<file path="src/rtl/sdlc_pkg.sv">
// Package for the serial-lane configuration register bank.
// Assumes a plain register port with byte addresses and 32-bit data.
package sdlc_pkg;
  localparam int LANES = 4;
  localparam int AW = 8;
  // Register byte offsets: PLL first, then RX/TX pairs per lane
  localparam logic [7:0] PLL_OFS = 8'h00;
  localparam logic [7:0] RX0_OFS = 8'h04;
  localparam logic [7:0] TX0_OFS = 8'h08;
  localparam logic [7:0] LANE_STRIDE = 8'h08;
  // Writable bit masks; all other bits are driven by the block or reserved
  localparam logic [31:0] PLL_SW_MASK = 32'h00001BFE;
  localparam logic [31:0] RX_SW_MASK = 32'h007FF3F0;
  localparam logic [31:0] TX_SW_MASK = 32'hFFCFFFBE;
  // Reset values of the software fields
  localparam logic [31:0] PLL_RST = 32'h00000050;
  localparam logic [31:0] RX_RST = 32'h00444080;
  localparam logic [31:0] TX_RST = 32'h000EE384;
  // PLL field positions
  localparam int PLL_EN_BIT = 0;
  localparam int MPY_LSB = 1;
  localparam int MPY_MSB = 8;
  localparam logic [7:0] MPY_MIN_X4 = 8'h10;
  localparam logic [7:0] MPY_MAX_X4 = 8'h64;
  // Shared lane field positions
  localparam int LANE_ON_BIT = 0;
  localparam int WIDTH_LSB = 1;
  localparam int WIDTH_MSB = 3;
  localparam logic [2:0] WIDTH_20BIT = 3'h2;
  localparam int RATE_LSB = 4;
  localparam int RATE_MSB = 5;
  localparam int POL_BIT = 6;
  // RX field positions
  localparam int ALIGN_LSB = 10;
  localparam int ALIGN_MSB = 11;
  localparam int LOS_LSB = 12;
  localparam int LOS_MSB = 14;
  localparam int CDR_LSB = 15;
  localparam int CDR_MSB = 17;
  localparam int RXWRAP_LSB = 23;
  localparam int RXWRAP_MSB = 24;
  localparam logic [2:0] LOS_ON = 3'h4;
  // TX field positions
  localparam int AMP_LSB = 7;
  localparam int AMP_MSB = 10;
  localparam int PRE_LSB = 11;
  localparam int PRE_MSB = 13;
  localparam int POST_LSB = 14;
  localparam int POST_MSB = 18;
  localparam int TAP_UPD_BIT = 19;
  localparam int SYNC_MST_BIT = 20;
  localparam int TXWRAP_LO_BIT = 21;
  localparam int TXWRAP_HI_BIT = 22;
  // Tap weight step in tenths of a percent (2.5 %)
  localparam logic [9:0] TAP_STEP = 10'h019;
endpackage

</file>
<file path="src/rtl/sdlc_regs.sv">
// Configuration register bank for a four-lane serial transceiver:
// shared PLL word plus one RX and one TX word per lane.
// Assumes link control bits arrive as synchronous levels on clk_sys.
`timescale 1ns/1ps
`default_nettype none

module sdlc_regs
  import sdlc_pkg::*;
(
  input wire logic clk_sys,
  input wire logic rst_n,
  input wire logic [AW-1:0] reg_addr,
  input wire logic [31:0] reg_wdata,
  input wire logic reg_wr,
  input wire logic reg_rd,
  output logic [31:0] reg_rdata,
  input wire logic link_reset,
  input wire logic internal_loopback_flag,
  input wire logic [LANES-1:0] polarity_flip_req,
  input wire logic byte_clk_en,
  output logic [31:0] pll_cfg_out,
  output logic [LANES-1:0][31:0] rx_cfg_out,
  output logic [LANES-1:0][31:0] tx_cfg_out,
  output logic [7:0] pll_mult_x4,
  output logic pll_mult_ok,
  output logic [LANES-1:0] cdr_second_order,
  output logic [LANES-1:0][9:0] cdr_track_ppm,
  output logic [LANES-1:0] los_enable,
  output logic [LANES-1:0][3:0] rx_samples_x2,
  output logic [LANES-1:0][3:0] tx_samples_x2,
  output logic [LANES-1:0][9:0] post_weight_tenths,
  output logic [LANES-1:0][9:0] pre_weight_tenths,
  output logic [LANES-1:0][3:0] tx_amplitude
);

  // Samples per PLL cycle, times two, for a rate code
  function automatic logic [3:0] rate_samples(input logic [1:0] code);
    logic [3:0] s;
    s = 4'h0;
    case (code)
      2'h0: s = 4'h8;
      2'h1: s = 4'h4;
      2'h2: s = 4'h2;
      default: s = 4'h1;
    endcase
    return s;
  endfunction

  // Tracking rate in ppm for each clock recovery code
  function automatic logic [9:0] cdr_ppm(input logic [2:0] code);
    logic [9:0] p;
    p = 10'h000;
    case (code)
      3'h0: p = 10'h139;
      3'h1: p = 10'h25F;
      3'h2: p = 10'h2D3;
      3'h3: p = 10'h364;
      3'h4: p = 10'h060;
      3'h5: p = 10'h121;
      3'h6: p = 10'h1B2;
      default: p = 10'h00D;
    endcase
    return p;
  endfunction

  logic [31:0] pll_sw_q;
  logic [LANES-1:0][31:0] rx_sw_q;
  logic [LANES-1:0][31:0] tx_sw_q;
  logic [LANES-1:0][7:0] tap_q;
  logic [31:0] rdata_d;

  // Software writes to the PLL word; reserved and driven bits never stored
  always_ff @(posedge clk_sys) begin
    if (!rst_n) begin
      pll_sw_q <= PLL_RST;
    end else if (reg_wr && reg_addr == PLL_OFS) begin
      pll_sw_q <= reg_wdata & PLL_SW_MASK;
    end
  end

  genvar g;
  generate
    for (g = 0; g < LANES; g++) begin : g_lane
      localparam logic [7:0] RX_ADDR = RX0_OFS + LANE_STRIDE * 8'(g);
      localparam logic [7:0] TX_ADDR = TX0_OFS + LANE_STRIDE * 8'(g);

      // Separate RX and TX words per lane
      always_ff @(posedge clk_sys) begin
        if (!rst_n) begin
          rx_sw_q[g] <= RX_RST;
        end else if (reg_wr && reg_addr == RX_ADDR) begin
          rx_sw_q[g] <= reg_wdata & RX_SW_MASK;
        end
      end

      always_ff @(posedge clk_sys) begin
        if (!rst_n) begin
          tx_sw_q[g] <= TX_RST;
        end else if (reg_wr && reg_addr == TX_ADDR) begin
          tx_sw_q[g] <= reg_wdata & TX_SW_MASK;
        end
      end

      // Tap weights only move on a byte clock beat with updates allowed;
      // this keeps a half-written weight pair off the driver.
      always_ff @(posedge clk_sys) begin
        if (!rst_n) begin
          tap_q[g] <= TX_RST[POST_MSB:PRE_LSB];
        end else if (byte_clk_en && tx_sw_q[g][TAP_UPD_BIT]) begin
          tap_q[g] <= tx_sw_q[g][POST_MSB:PRE_LSB];
        end
      end

      // Effective RX word: software fields merged with block-driven fields
      always_ff @(posedge clk_sys) begin
        if (!rst_n) begin
          rx_cfg_out[g] <= 32'h00000000;
        end else begin
          rx_cfg_out[g] <= rx_sw_q[g];
          rx_cfg_out[g][RXWRAP_MSB:RXWRAP_LSB] <= {2{internal_loopback_flag}};
          if (internal_loopback_flag) begin
            rx_cfg_out[g][LOS_MSB:LOS_LSB] <= 3'h0;
          end
          rx_cfg_out[g][ALIGN_MSB:ALIGN_LSB] <= 2'h0;
          rx_cfg_out[g][POL_BIT] <= polarity_flip_req[g];
          rx_cfg_out[g][WIDTH_MSB:WIDTH_LSB] <= WIDTH_20BIT;
          rx_cfg_out[g][LANE_ON_BIT] <= ~link_reset;
        end
      end

      // Effective TX word; tap fields come from the gated copy
      always_ff @(posedge clk_sys) begin
        if (!rst_n) begin
          tx_cfg_out[g] <= 32'h00000000;
        end else begin
          tx_cfg_out[g] <= tx_sw_q[g];
          tx_cfg_out[g][POST_MSB:PRE_LSB] <= tap_q[g];
          tx_cfg_out[g][TXWRAP_LO_BIT] <= internal_loopback_flag;
          tx_cfg_out[g][TXWRAP_HI_BIT] <= internal_loopback_flag
                                          & tx_sw_q[g][TXWRAP_HI_BIT];
          tx_cfg_out[g][SYNC_MST_BIT] <= 1'b1;
          tx_cfg_out[g][POL_BIT] <= polarity_flip_req[g];
          tx_cfg_out[g][LANE_ON_BIT] <= ~link_reset;
        end
      end

      // Decoded receive settings
      always_ff @(posedge clk_sys) begin
        if (!rst_n) begin
          cdr_second_order[g] <= 1'b0;
          cdr_track_ppm[g] <= 10'h000;
          los_enable[g] <= 1'b0;
          rx_samples_x2[g] <= 4'h0;
        end else begin
          cdr_second_order[g] <= ~rx_sw_q[g][CDR_MSB];
          cdr_track_ppm[g] <= cdr_ppm(rx_sw_q[g][CDR_MSB:CDR_LSB]);
          los_enable[g] <= !internal_loopback_flag
                           && rx_sw_q[g][LOS_MSB:LOS_LSB] == LOS_ON;
          rx_samples_x2[g] <= rate_samples(rx_sw_q[g][RATE_MSB:RATE_LSB]);
        end
      end

      // Decoded transmit settings; weights in tenths of a percent
      always_ff @(posedge clk_sys) begin
        if (!rst_n) begin
          tx_samples_x2[g] <= 4'h0;
          post_weight_tenths[g] <= 10'h000;
          pre_weight_tenths[g] <= 10'h000;
          tx_amplitude[g] <= 4'h0;
        end else begin
          tx_samples_x2[g] <= rate_samples(tx_sw_q[g][RATE_MSB:RATE_LSB]);
          if (tap_q[g][7]) begin
            post_weight_tenths[g] <= 10'(0 - TAP_STEP * {6'h00, tap_q[g][6:3]});
          end else begin
            post_weight_tenths[g] <= 10'(TAP_STEP * {6'h00, tap_q[g][6:3]});
          end
          pre_weight_tenths[g] <= 10'(0 - TAP_STEP * {7'h00, tap_q[g][2:0]});
          tx_amplitude[g] <= tx_sw_q[g][AMP_MSB:AMP_LSB];
        end
      end

      // Assertions for this lane
      rx_wrap_a: assert property (@(posedge clk_sys) disable iff (!rst_n)
        $past(rst_n) |-> rx_cfg_out[g][RXWRAP_MSB:RXWRAP_LSB]
                         == {2{$past(internal_loopback_flag)}})
        else $error("RX wrap field does not follow loopback");
      los_forced_a: assert property (@(posedge clk_sys) disable iff (!rst_n)
        $past(rst_n) && $past(internal_loopback_flag) |->
          rx_cfg_out[g][LOS_MSB:LOS_LSB] == 3'h0 && !los_enable[g])
        else $error("Loss detect active during loopback");
      rx_fixed_a: assert property (@(posedge clk_sys) disable iff (!rst_n)
        $past(rst_n) |-> rx_cfg_out[g][WIDTH_MSB:WIDTH_LSB] == WIDTH_20BIT
                         && rx_cfg_out[g][ALIGN_MSB:ALIGN_LSB] == 2'h0)
        else $error("RX width or alignment not driven");
      lane_on_a: assert property (@(posedge clk_sys) disable iff (!rst_n)
        $past(rst_n) |-> rx_cfg_out[g][LANE_ON_BIT] == !$past(link_reset)
                         && tx_cfg_out[g][LANE_ON_BIT] == !$past(link_reset))
        else $error("Lane enable does not follow link reset");
      tx_wrap_a: assert property (@(posedge clk_sys) disable iff (!rst_n)
        $past(rst_n) && !$past(internal_loopback_flag) |->
          tx_cfg_out[g][TXWRAP_HI_BIT:TXWRAP_LO_BIT] == 2'h0)
        else $error("TX wrap field set outside loopback");
      sync_mst_a: assert property (@(posedge clk_sys) disable iff (!rst_n)
        $past(rst_n) |-> tx_cfg_out[g][SYNC_MST_BIT])
        else $error("Sync master bit not set");
      tap_hold_a: assert property (@(posedge clk_sys) disable iff (!rst_n)
        !(byte_clk_en && tx_sw_q[g][TAP_UPD_BIT]) |=> $stable(tap_q[g]))
        else $error("Tap weights moved without update permission");
      tap_load_a: assert property (@(posedge clk_sys) disable iff (!rst_n)
        byte_clk_en && tx_sw_q[g][TAP_UPD_BIT] |=>
          tap_q[g] == $past(tx_sw_q[g][POST_MSB:PRE_LSB]) ##1
          tx_cfg_out[g][POST_MSB:PRE_LSB] == $past(tap_q[g]))
        else $error("Tap weights not taken on update beat");
      post_sign_a: assert property (@(posedge clk_sys) disable iff (!rst_n)
        $past(rst_n) && $past(tap_q[g][6:3]) != 4'h0 |->
          post_weight_tenths[g][9] == $past(tap_q[g][7]))
        else $error("Post-cursor sign wrong");

      // Full post-cursor value, sign and magnitude together
      post_value_a: assert property (@(posedge clk_sys) disable iff (!rst_n)
        $past(rst_n) |-> post_weight_tenths[g] == ($past(tap_q[g][7])
          ? 10'(0 - TAP_STEP * {6'h00, $past(tap_q[g][6:3])})
          : 10'(TAP_STEP * {6'h00, $past(tap_q[g][6:3])})))
        else $error("Post-cursor weight wrong");

      // Pre-cursor is never positive; code n gives n steps below zero
      pre_value_a: assert property (@(posedge clk_sys) disable iff (!rst_n)
        $past(rst_n) |->
          pre_weight_tenths[g] == 10'(0 - TAP_STEP * {7'h00, $past(tap_q[g][2:0])}))
        else $error("Pre-cursor weight wrong");

      // Amplitude code passes straight through; levels rise with the code
      amp_copy_a: assert property (@(posedge clk_sys) disable iff (!rst_n)
        $past(rst_n) |-> tx_amplitude[g] == $past(tx_sw_q[g][AMP_MSB:AMP_LSB]))
        else $error("Amplitude code not passed through");

      // Rate code n gives eight half-samples shifted down by n
      rate_dec_a: assert property (@(posedge clk_sys) disable iff (!rst_n)
        $past(rst_n) |->
          rx_samples_x2[g] == (4'h8 >> $past(rx_sw_q[g][RATE_MSB:RATE_LSB]))
          && tx_samples_x2[g] == (4'h8 >> $past(tx_sw_q[g][RATE_MSB:RATE_LSB])))
        else $error("Rate decode wrong");

      // Upper half of the recovery codes is first order
      cdr_order_a: assert property (@(posedge clk_sys) disable iff (!rst_n)
        $past(rst_n) |->
          cdr_second_order[g] == ($past(rx_sw_q[g][CDR_MSB:CDR_LSB]) < 3'h4))
        else $error("Clock recovery order wrong");

      // Tracking rates of the second-order codes
      cdr_rate_a: assert property (@(posedge clk_sys) disable iff (!rst_n)
        $past(rst_n) && $past(rx_sw_q[g][CDR_MSB]) == 1'b0 |->
          cdr_track_ppm[g] == ($past(rx_sw_q[g][16:15]) == 2'h0 ? 10'h139 :
                               $past(rx_sw_q[g][16:15]) == 2'h1 ? 10'h25F :
                               $past(rx_sw_q[g][16:15]) == 2'h2 ? 10'h2D3 : 10'h364))
        else $error("Clock recovery rate wrong");

      // Detection is on only for the enable code outside loopback
      los_on_a: assert property (@(posedge clk_sys) disable iff (!rst_n)
        $past(rst_n) |-> los_enable[g] == (!$past(internal_loopback_flag)
          && $past(rx_sw_q[g][LOS_MSB:LOS_LSB]) == LOS_ON))
        else $error("Loss detect enable wrong");

      // Both directions follow the link's polarity request
      pol_follow_a: assert property (@(posedge clk_sys) disable iff (!rst_n)
        $past(rst_n) |-> rx_cfg_out[g][POL_BIT] == $past(polarity_flip_req[g])
                         && tx_cfg_out[g][POL_BIT] == $past(polarity_flip_req[g]))
        else $error("Polarity bit does not follow request");
    end
  endgenerate

  // Effective PLL word and decoded multiplier
  always_ff @(posedge clk_sys) begin
    if (!rst_n) begin
      pll_cfg_out <= 32'h00000000;
      pll_mult_x4 <= 8'h00;
      pll_mult_ok <= 1'b0;
    end else begin
      pll_cfg_out <= pll_sw_q;
      pll_cfg_out[PLL_EN_BIT] <= ~link_reset;
      pll_mult_x4 <= pll_sw_q[MPY_MSB:MPY_LSB];
      pll_mult_ok <= pll_sw_q[MPY_MSB:MPY_LSB] >= MPY_MIN_X4
                     && pll_sw_q[MPY_MSB:MPY_LSB] <= MPY_MAX_X4;
    end
  end

  // Read mux shows the effective words, so block-driven fields are visible.
  // Unmapped addresses read zero.
  always_comb begin
    rdata_d = 32'h00000000;
    if (reg_addr == PLL_OFS) begin
      rdata_d = pll_cfg_out;
    end
    for (int i = 0; i < LANES; i++) begin
      if (reg_addr == RX0_OFS + LANE_STRIDE * i[7:0]) begin
        rdata_d = rx_cfg_out[i];
      end
      if (reg_addr == TX0_OFS + LANE_STRIDE * i[7:0]) begin
        rdata_d = tx_cfg_out[i];
      end
    end
  end

  // Read data stands only in the cycle after the strobe
  always_ff @(posedge clk_sys) begin
    if (!rst_n) begin
      reg_rdata <= 32'h00000000;
    end else if (reg_rd) begin
      reg_rdata <= rdata_d;
    end else begin
      reg_rdata <= 32'h00000000;
    end
  end

  pll_en_a: assert property (@(posedge clk_sys) disable iff (!rst_n)
    $past(rst_n) |-> pll_cfg_out[PLL_EN_BIT] == !$past(link_reset))
    else $error("PLL enable does not follow link reset");
  mult_range_a: assert property (@(posedge clk_sys) disable iff (!rst_n)
    pll_mult_ok |-> pll_mult_x4 >= 8'h10 && pll_mult_x4 <= 8'h64)
    else $error("Multiplier flagged valid out of range");
  reserved_rd_a: assert property (@(posedge clk_sys) disable iff (!rst_n)
    reg_rd && reg_addr == PLL_OFS |=> reg_rdata[31:13] == 19'h00000
                                      && !reg_rdata[10])
    else $error("PLL reserved bits read nonzero");
  rx_resv_a: assert property (@(posedge clk_sys) disable iff (!rst_n)
    reg_rd && reg_addr == RX0_OFS |=> reg_rdata[31:25] == 7'h00)
    else $error("RX reserved bits read nonzero");

  // Multiplier output is the stored code one cycle on
  mult_copy_a: assert property (@(posedge clk_sys) disable iff (!rst_n)
    $past(rst_n) |-> pll_mult_x4 == $past(pll_sw_q[MPY_MSB:MPY_LSB]))
    else $error("Multiplier code not passed through");

  // Read data must not linger; a stale word could be taken as a fresh read
  rd_idle_a: assert property (@(posedge clk_sys) disable iff (!rst_n)
    $past(rst_n) && !reg_rd |=> reg_rdata == 32'h00000000)
    else $error("Read data stands outside its cycle");

  // Reserved top of every RX word reads zero, not only lane zero
  rx_resv_all_a: assert property (@(posedge clk_sys) disable iff (!rst_n)
    $past(rst_n) |-> rx_cfg_out[1][31:25] == 7'h00 && rx_cfg_out[2][31:25] == 7'h00
                     && rx_cfg_out[3][31:25] == 7'h00)
    else $error("RX reserved bits set in a lane word");

endmodule

`default_nettype wire

</file>
<file path="config.mk">
export PLATFORM = sky130hd
export DESIGN_NAME = sdlc_regs
export DESIGN_NICKNAME = d
export VERILOG_FILES = /design/src/rtl/sdlc_pkg.sv /design/src/rtl/sdlc_regs.sv
export SDC_FILE = /design/constraint.sdc
export NUM_CORES = 1
export LEC_CHECK = 0
export BUFFER_PORTS_ARGS = -buffer_cell sky130_fd_sc_hd__buf_2
export CAP_MARGIN = 10
export CORE_MARGIN = 2
export CORE_UTILIZATION = 24
export DETAILED_ROUTE_END_ITERATION = 10
export HOLD_SLACK_MARGIN = 0.06
export PLACE_DENSITY_LB_ADDON = 0.15
export SYNTH_ARGS = -nofsm -noshare
export SYNTH_HDL_FRONTEND = slang
export SYNTH_SLANG_ARGS = --single-unit
export TNS_END_PERCENT = 20
</file>
<file path="constraint.sdc">
create_clock -name clk_sys -period 7.1 [get_ports clk_sys]
set_clock_uncertainty 0.05 [all_clocks]
set_input_delay 1.42 -clock clk_sys [delete_from_list [all_inputs] [get_ports clk_sys]]
set_output_delay 1.42 -clock clk_sys [all_outputs]
set_load 0.02 [all_outputs]
</file>
==> out/results.tsv <==
stage	metric	value	unit
worst_setup_path	path_max_fanout	37	
yosys	ys_seq_area_share	47.4	%
worst_setup_path	critical_path.startpoint_type	input pin	
sta	fin_crit	4.01	ns
floorplan	io_pins	556	
finish	drive_gt1_share	21.2	%
global_route	grt.overflow.total	0	
cts	cts_tree	built	
placed_design	port_buffers	490	
routing	drc	0	
global_route	grt_use_met2	27.4	%
power_and_ir_drop	combPwrFrac	8.8	%
yosys	syn_inst	2723	
finish	final_cell_mix	dfxtp_1, nand2_1, buf_2	
yosys	yosysTopAreaCell	dfxtp_1	
sta	setup_viol_count_final	0	
cts	cts_root_buffer	clkbuf_16	
cts	clock_sinks	594	
cts	post_cts_resized	0	
routing	drt_pre_antenna_iters	5	
yosys	synth-async-reset-ratio	0	%
placed_design	gp_congestion	0.775	
global_route	grt_max_degree	233	
power_and_ir_drop	p_per_area	264	nW/µm²
yosys	synth_top_area_share	47.4	%
cts	hold_buffers	0	
global_route	use_met3	4.13	%
worst_setup_path	critPathCaptureType	flip-flop	
floorplan	dieArea	107000	µm²
sta	fin_setup_tns	0	ns
finish	nNetsFinal	3288	
placed_design	dp_hpwl	68.6	mm
power_and_ir_drop	seqPwrFrac	43.2	%
yosys	synth-warning-count	0	
global_route	grt_pass1_vias	18700	
routing	ant_nets	0	
finish	layout_commonest_cell	dfxtp_1	
cts	path_clk_slew	0.06	ns
global_route	grt_pass1_wl	135	mm
placed_design	dp_cells	4382	
sta	timing.final.crit_share	56.5	%
yosys	yosys_most_used_dff	dfxtp_1	
sta	slew_viol_final	0	
yosys	synth_edf_count	0	
status	outcome	finished clean	
global_route	antenna_found_initial	13	
worst_setup_path	critPathRequiredTime	7.52	ns
floorplan	rows	118	
power_and_ir_drop	p_int	0.00598	W
cts	cts_buffer_depth	3	
cts	numCtsBuffers	75	
cts	worstSkewPairLatency	0.64	ns
yosys	ys_top_cells_by_area	dfxtp_1, nand2_1, ha_1	
floorplan	fp.dieH	327	µm
routing	wl	95.7	mm
finish	area_growth_syn_to_layout	21.9	%
power_and_ir_drop	switching_power	0.00209	W
routing	drt_iter0_drc	1175	
floorplan	coreArea	104000	µm²
global_route	grt_util_all_layers	17.3	%
power_and_ir_drop	p_clk_share	48.0	%
worst_setup_path	path_class	in2reg	
worst_setup_path	crit_arrival	4.43	ns
min_path	worstHoldPathType	reg2reg	
routing	wl_per_cell	21.2	µm
global_route	use_met1	23.7	%
sta	worst_pin_slew	1.12	ns
yosys	ys_types	67	
routing	num_vias	19600	
cts	post_cts_buffers	0	
floorplan	die_x	327	µm
sta	max_freq	249	MHz
run	drv_cap	0	
routing	viasPerCell	4.34	
floorplan	initial_core_util	24.2	%
sta	grt_setup_unrepaired	no	
yosys	syn_area	25100	µm²
cts	cts.htree.levels	3	
sta	hold_viol	0	
power_and_ir_drop	swShare	25.9	%
yosys	synth.avg_cell_area	9.21	µm²
global_route	top_usage_layer	met2	
power_and_ir_drop	p_leak	13.7	nW
yosys	synth_seq_cells	594	
sta	relSlewSlack	25.3	%
power_and_ir_drop	peakVddDrop	0.000196	V
finish	final_cell_count_no_fill	4516	
==> Yosys cell counts, drive strengths merged, types with 9 or more instances <==
library cell / n
nand2: 492
nor2: 82
nor2b: 64
mux2i: 32
a21oi: 51
a31oi: 23
a22o: 15
nor3: 26
xor2: 22
a211oi: 12
nand3: 77
inv: 115
nor3b: 20
a21boi: 147
nand2b: 16
dfxtp: 594
fa: 12
xnor2: 29
o221ai: 10
o211ai: 13
and2: 217
and3: 23
mux2: 9
o21ai: 38
o21a: 11
o211a: 11
clkbuf: 125
buf: 166
a22oi: 25
ha: 145
==> worst max-delay path: stages <==
cell	delay [ns]
buf_2	0.23
buf_4	0.36
nor4_1	0.48
and3_2	0.77
nand2_2	0.77
nand2_1	0.25
nand3_1	0.10
==> power groups by stage <==
stage,Clock [W],Sequential (W),Combinational [W]
4_1_cts,0.00401,0.00349,0.000726
6_report,0.00388,0.00349,0.000713
5_1_grt,0.00415,0.00350,0.000786
3_5_place_dp,0,0.00357,0.000723
2_1_floorplan,0,0.00362,0.000435
3_3_place_gp,0,0.00357,0.000724
==> metal layers <==
metal / share of wire [%] / routed length, µm / vias to the layer above
li1: - / - / 9535
met1: 47 / 44800 / 9386
met4: 2.1 / 1990 / 6
met3: 6.0 / 5770 / 123
met2: 45 / 43100 / 539
met5: 0.041 / 39 / -
==> worst paths after layout <==
kind,start,end,slack (ns),cells after the start
worst min register to register,tx_sw_q[94],tx_sw_q[94],0.39,2
worst max register to register,tap_q[20],post_weight_tenths[28],4.27,10
worst min-delay path,tx_sw_q[94],tx_sw_q[94],0.39,2
worst max-delay path,reg_addr[2],tx_sw_q[111],3.09,7
==> stage by stage <==
step / worst slack (ns) / power [W] / utilization (%) / hold WS (ns) / area (µm²)
floorplan: 3.91 / 0.00405 / - / 0.361 / 25300
global placement: 2.45 / 0.00429 / 27.1 / 0.384 / 28100
detailed placement: 2.38 / 0.00429 / 27.1 / 0.388 / 28100
CTS: 3.07 / 0.00823 / 29.5 / 0.398 / 30600
global route: 2.86 / 0.00843 / 29.5 / 0.412 / 30600
finish: 3.09 / 0.00808 / 29.5 / 0.394 / 30600
==> cell type report <==
type | instances | area, µm²
sequential | 594 | 11900
clock inverter | 17 | 226
antenna | 1 | 2.50
tap | 1380 | 1730
inverter | 116 | 435
multi-input combinational | 1785 | 11400
timing repair buffer | 508 | 2630
clock buffer | 115 | 2250
fill | 11200 | 73100
==> logic make-up after synthesis <==
group | after synthesis | share of synthesized area [%]
buffers and inverters | 407 | 8.24
adder cells (fa/ha/maj) | 157 | 8.19
multiplexers | 43 | 1.86
AND/OR/NAND/NOR | 1051 | 20.4
other | 1 | 0.0150
XOR/XNOR | 51 | 1.78
AO/OA/AOI/OAI | 419 | 12.1
flip-flops | 594 | 47.4
==> state kept, by name, indices dropped and copies added (netlist names), 4 cells and up <==
signal              cells
rx_cfg_out             65
cdr_track_ppm          40
rx_sw_q                64
reg_rdata              32
rx_samples_x2          16
pll_mult_x4             7
los_enable              4
tx_samples_x2          16
pll_cfg_out             4
tap_q                  32
tx_sw_q               112
tx_cfg_out            118
cdr_second_order        4
pll_sw_q               11
post_weight_tenths     36
pre_weight_tenths      32
Note: power is estimated with default switching activity, not from simulation.
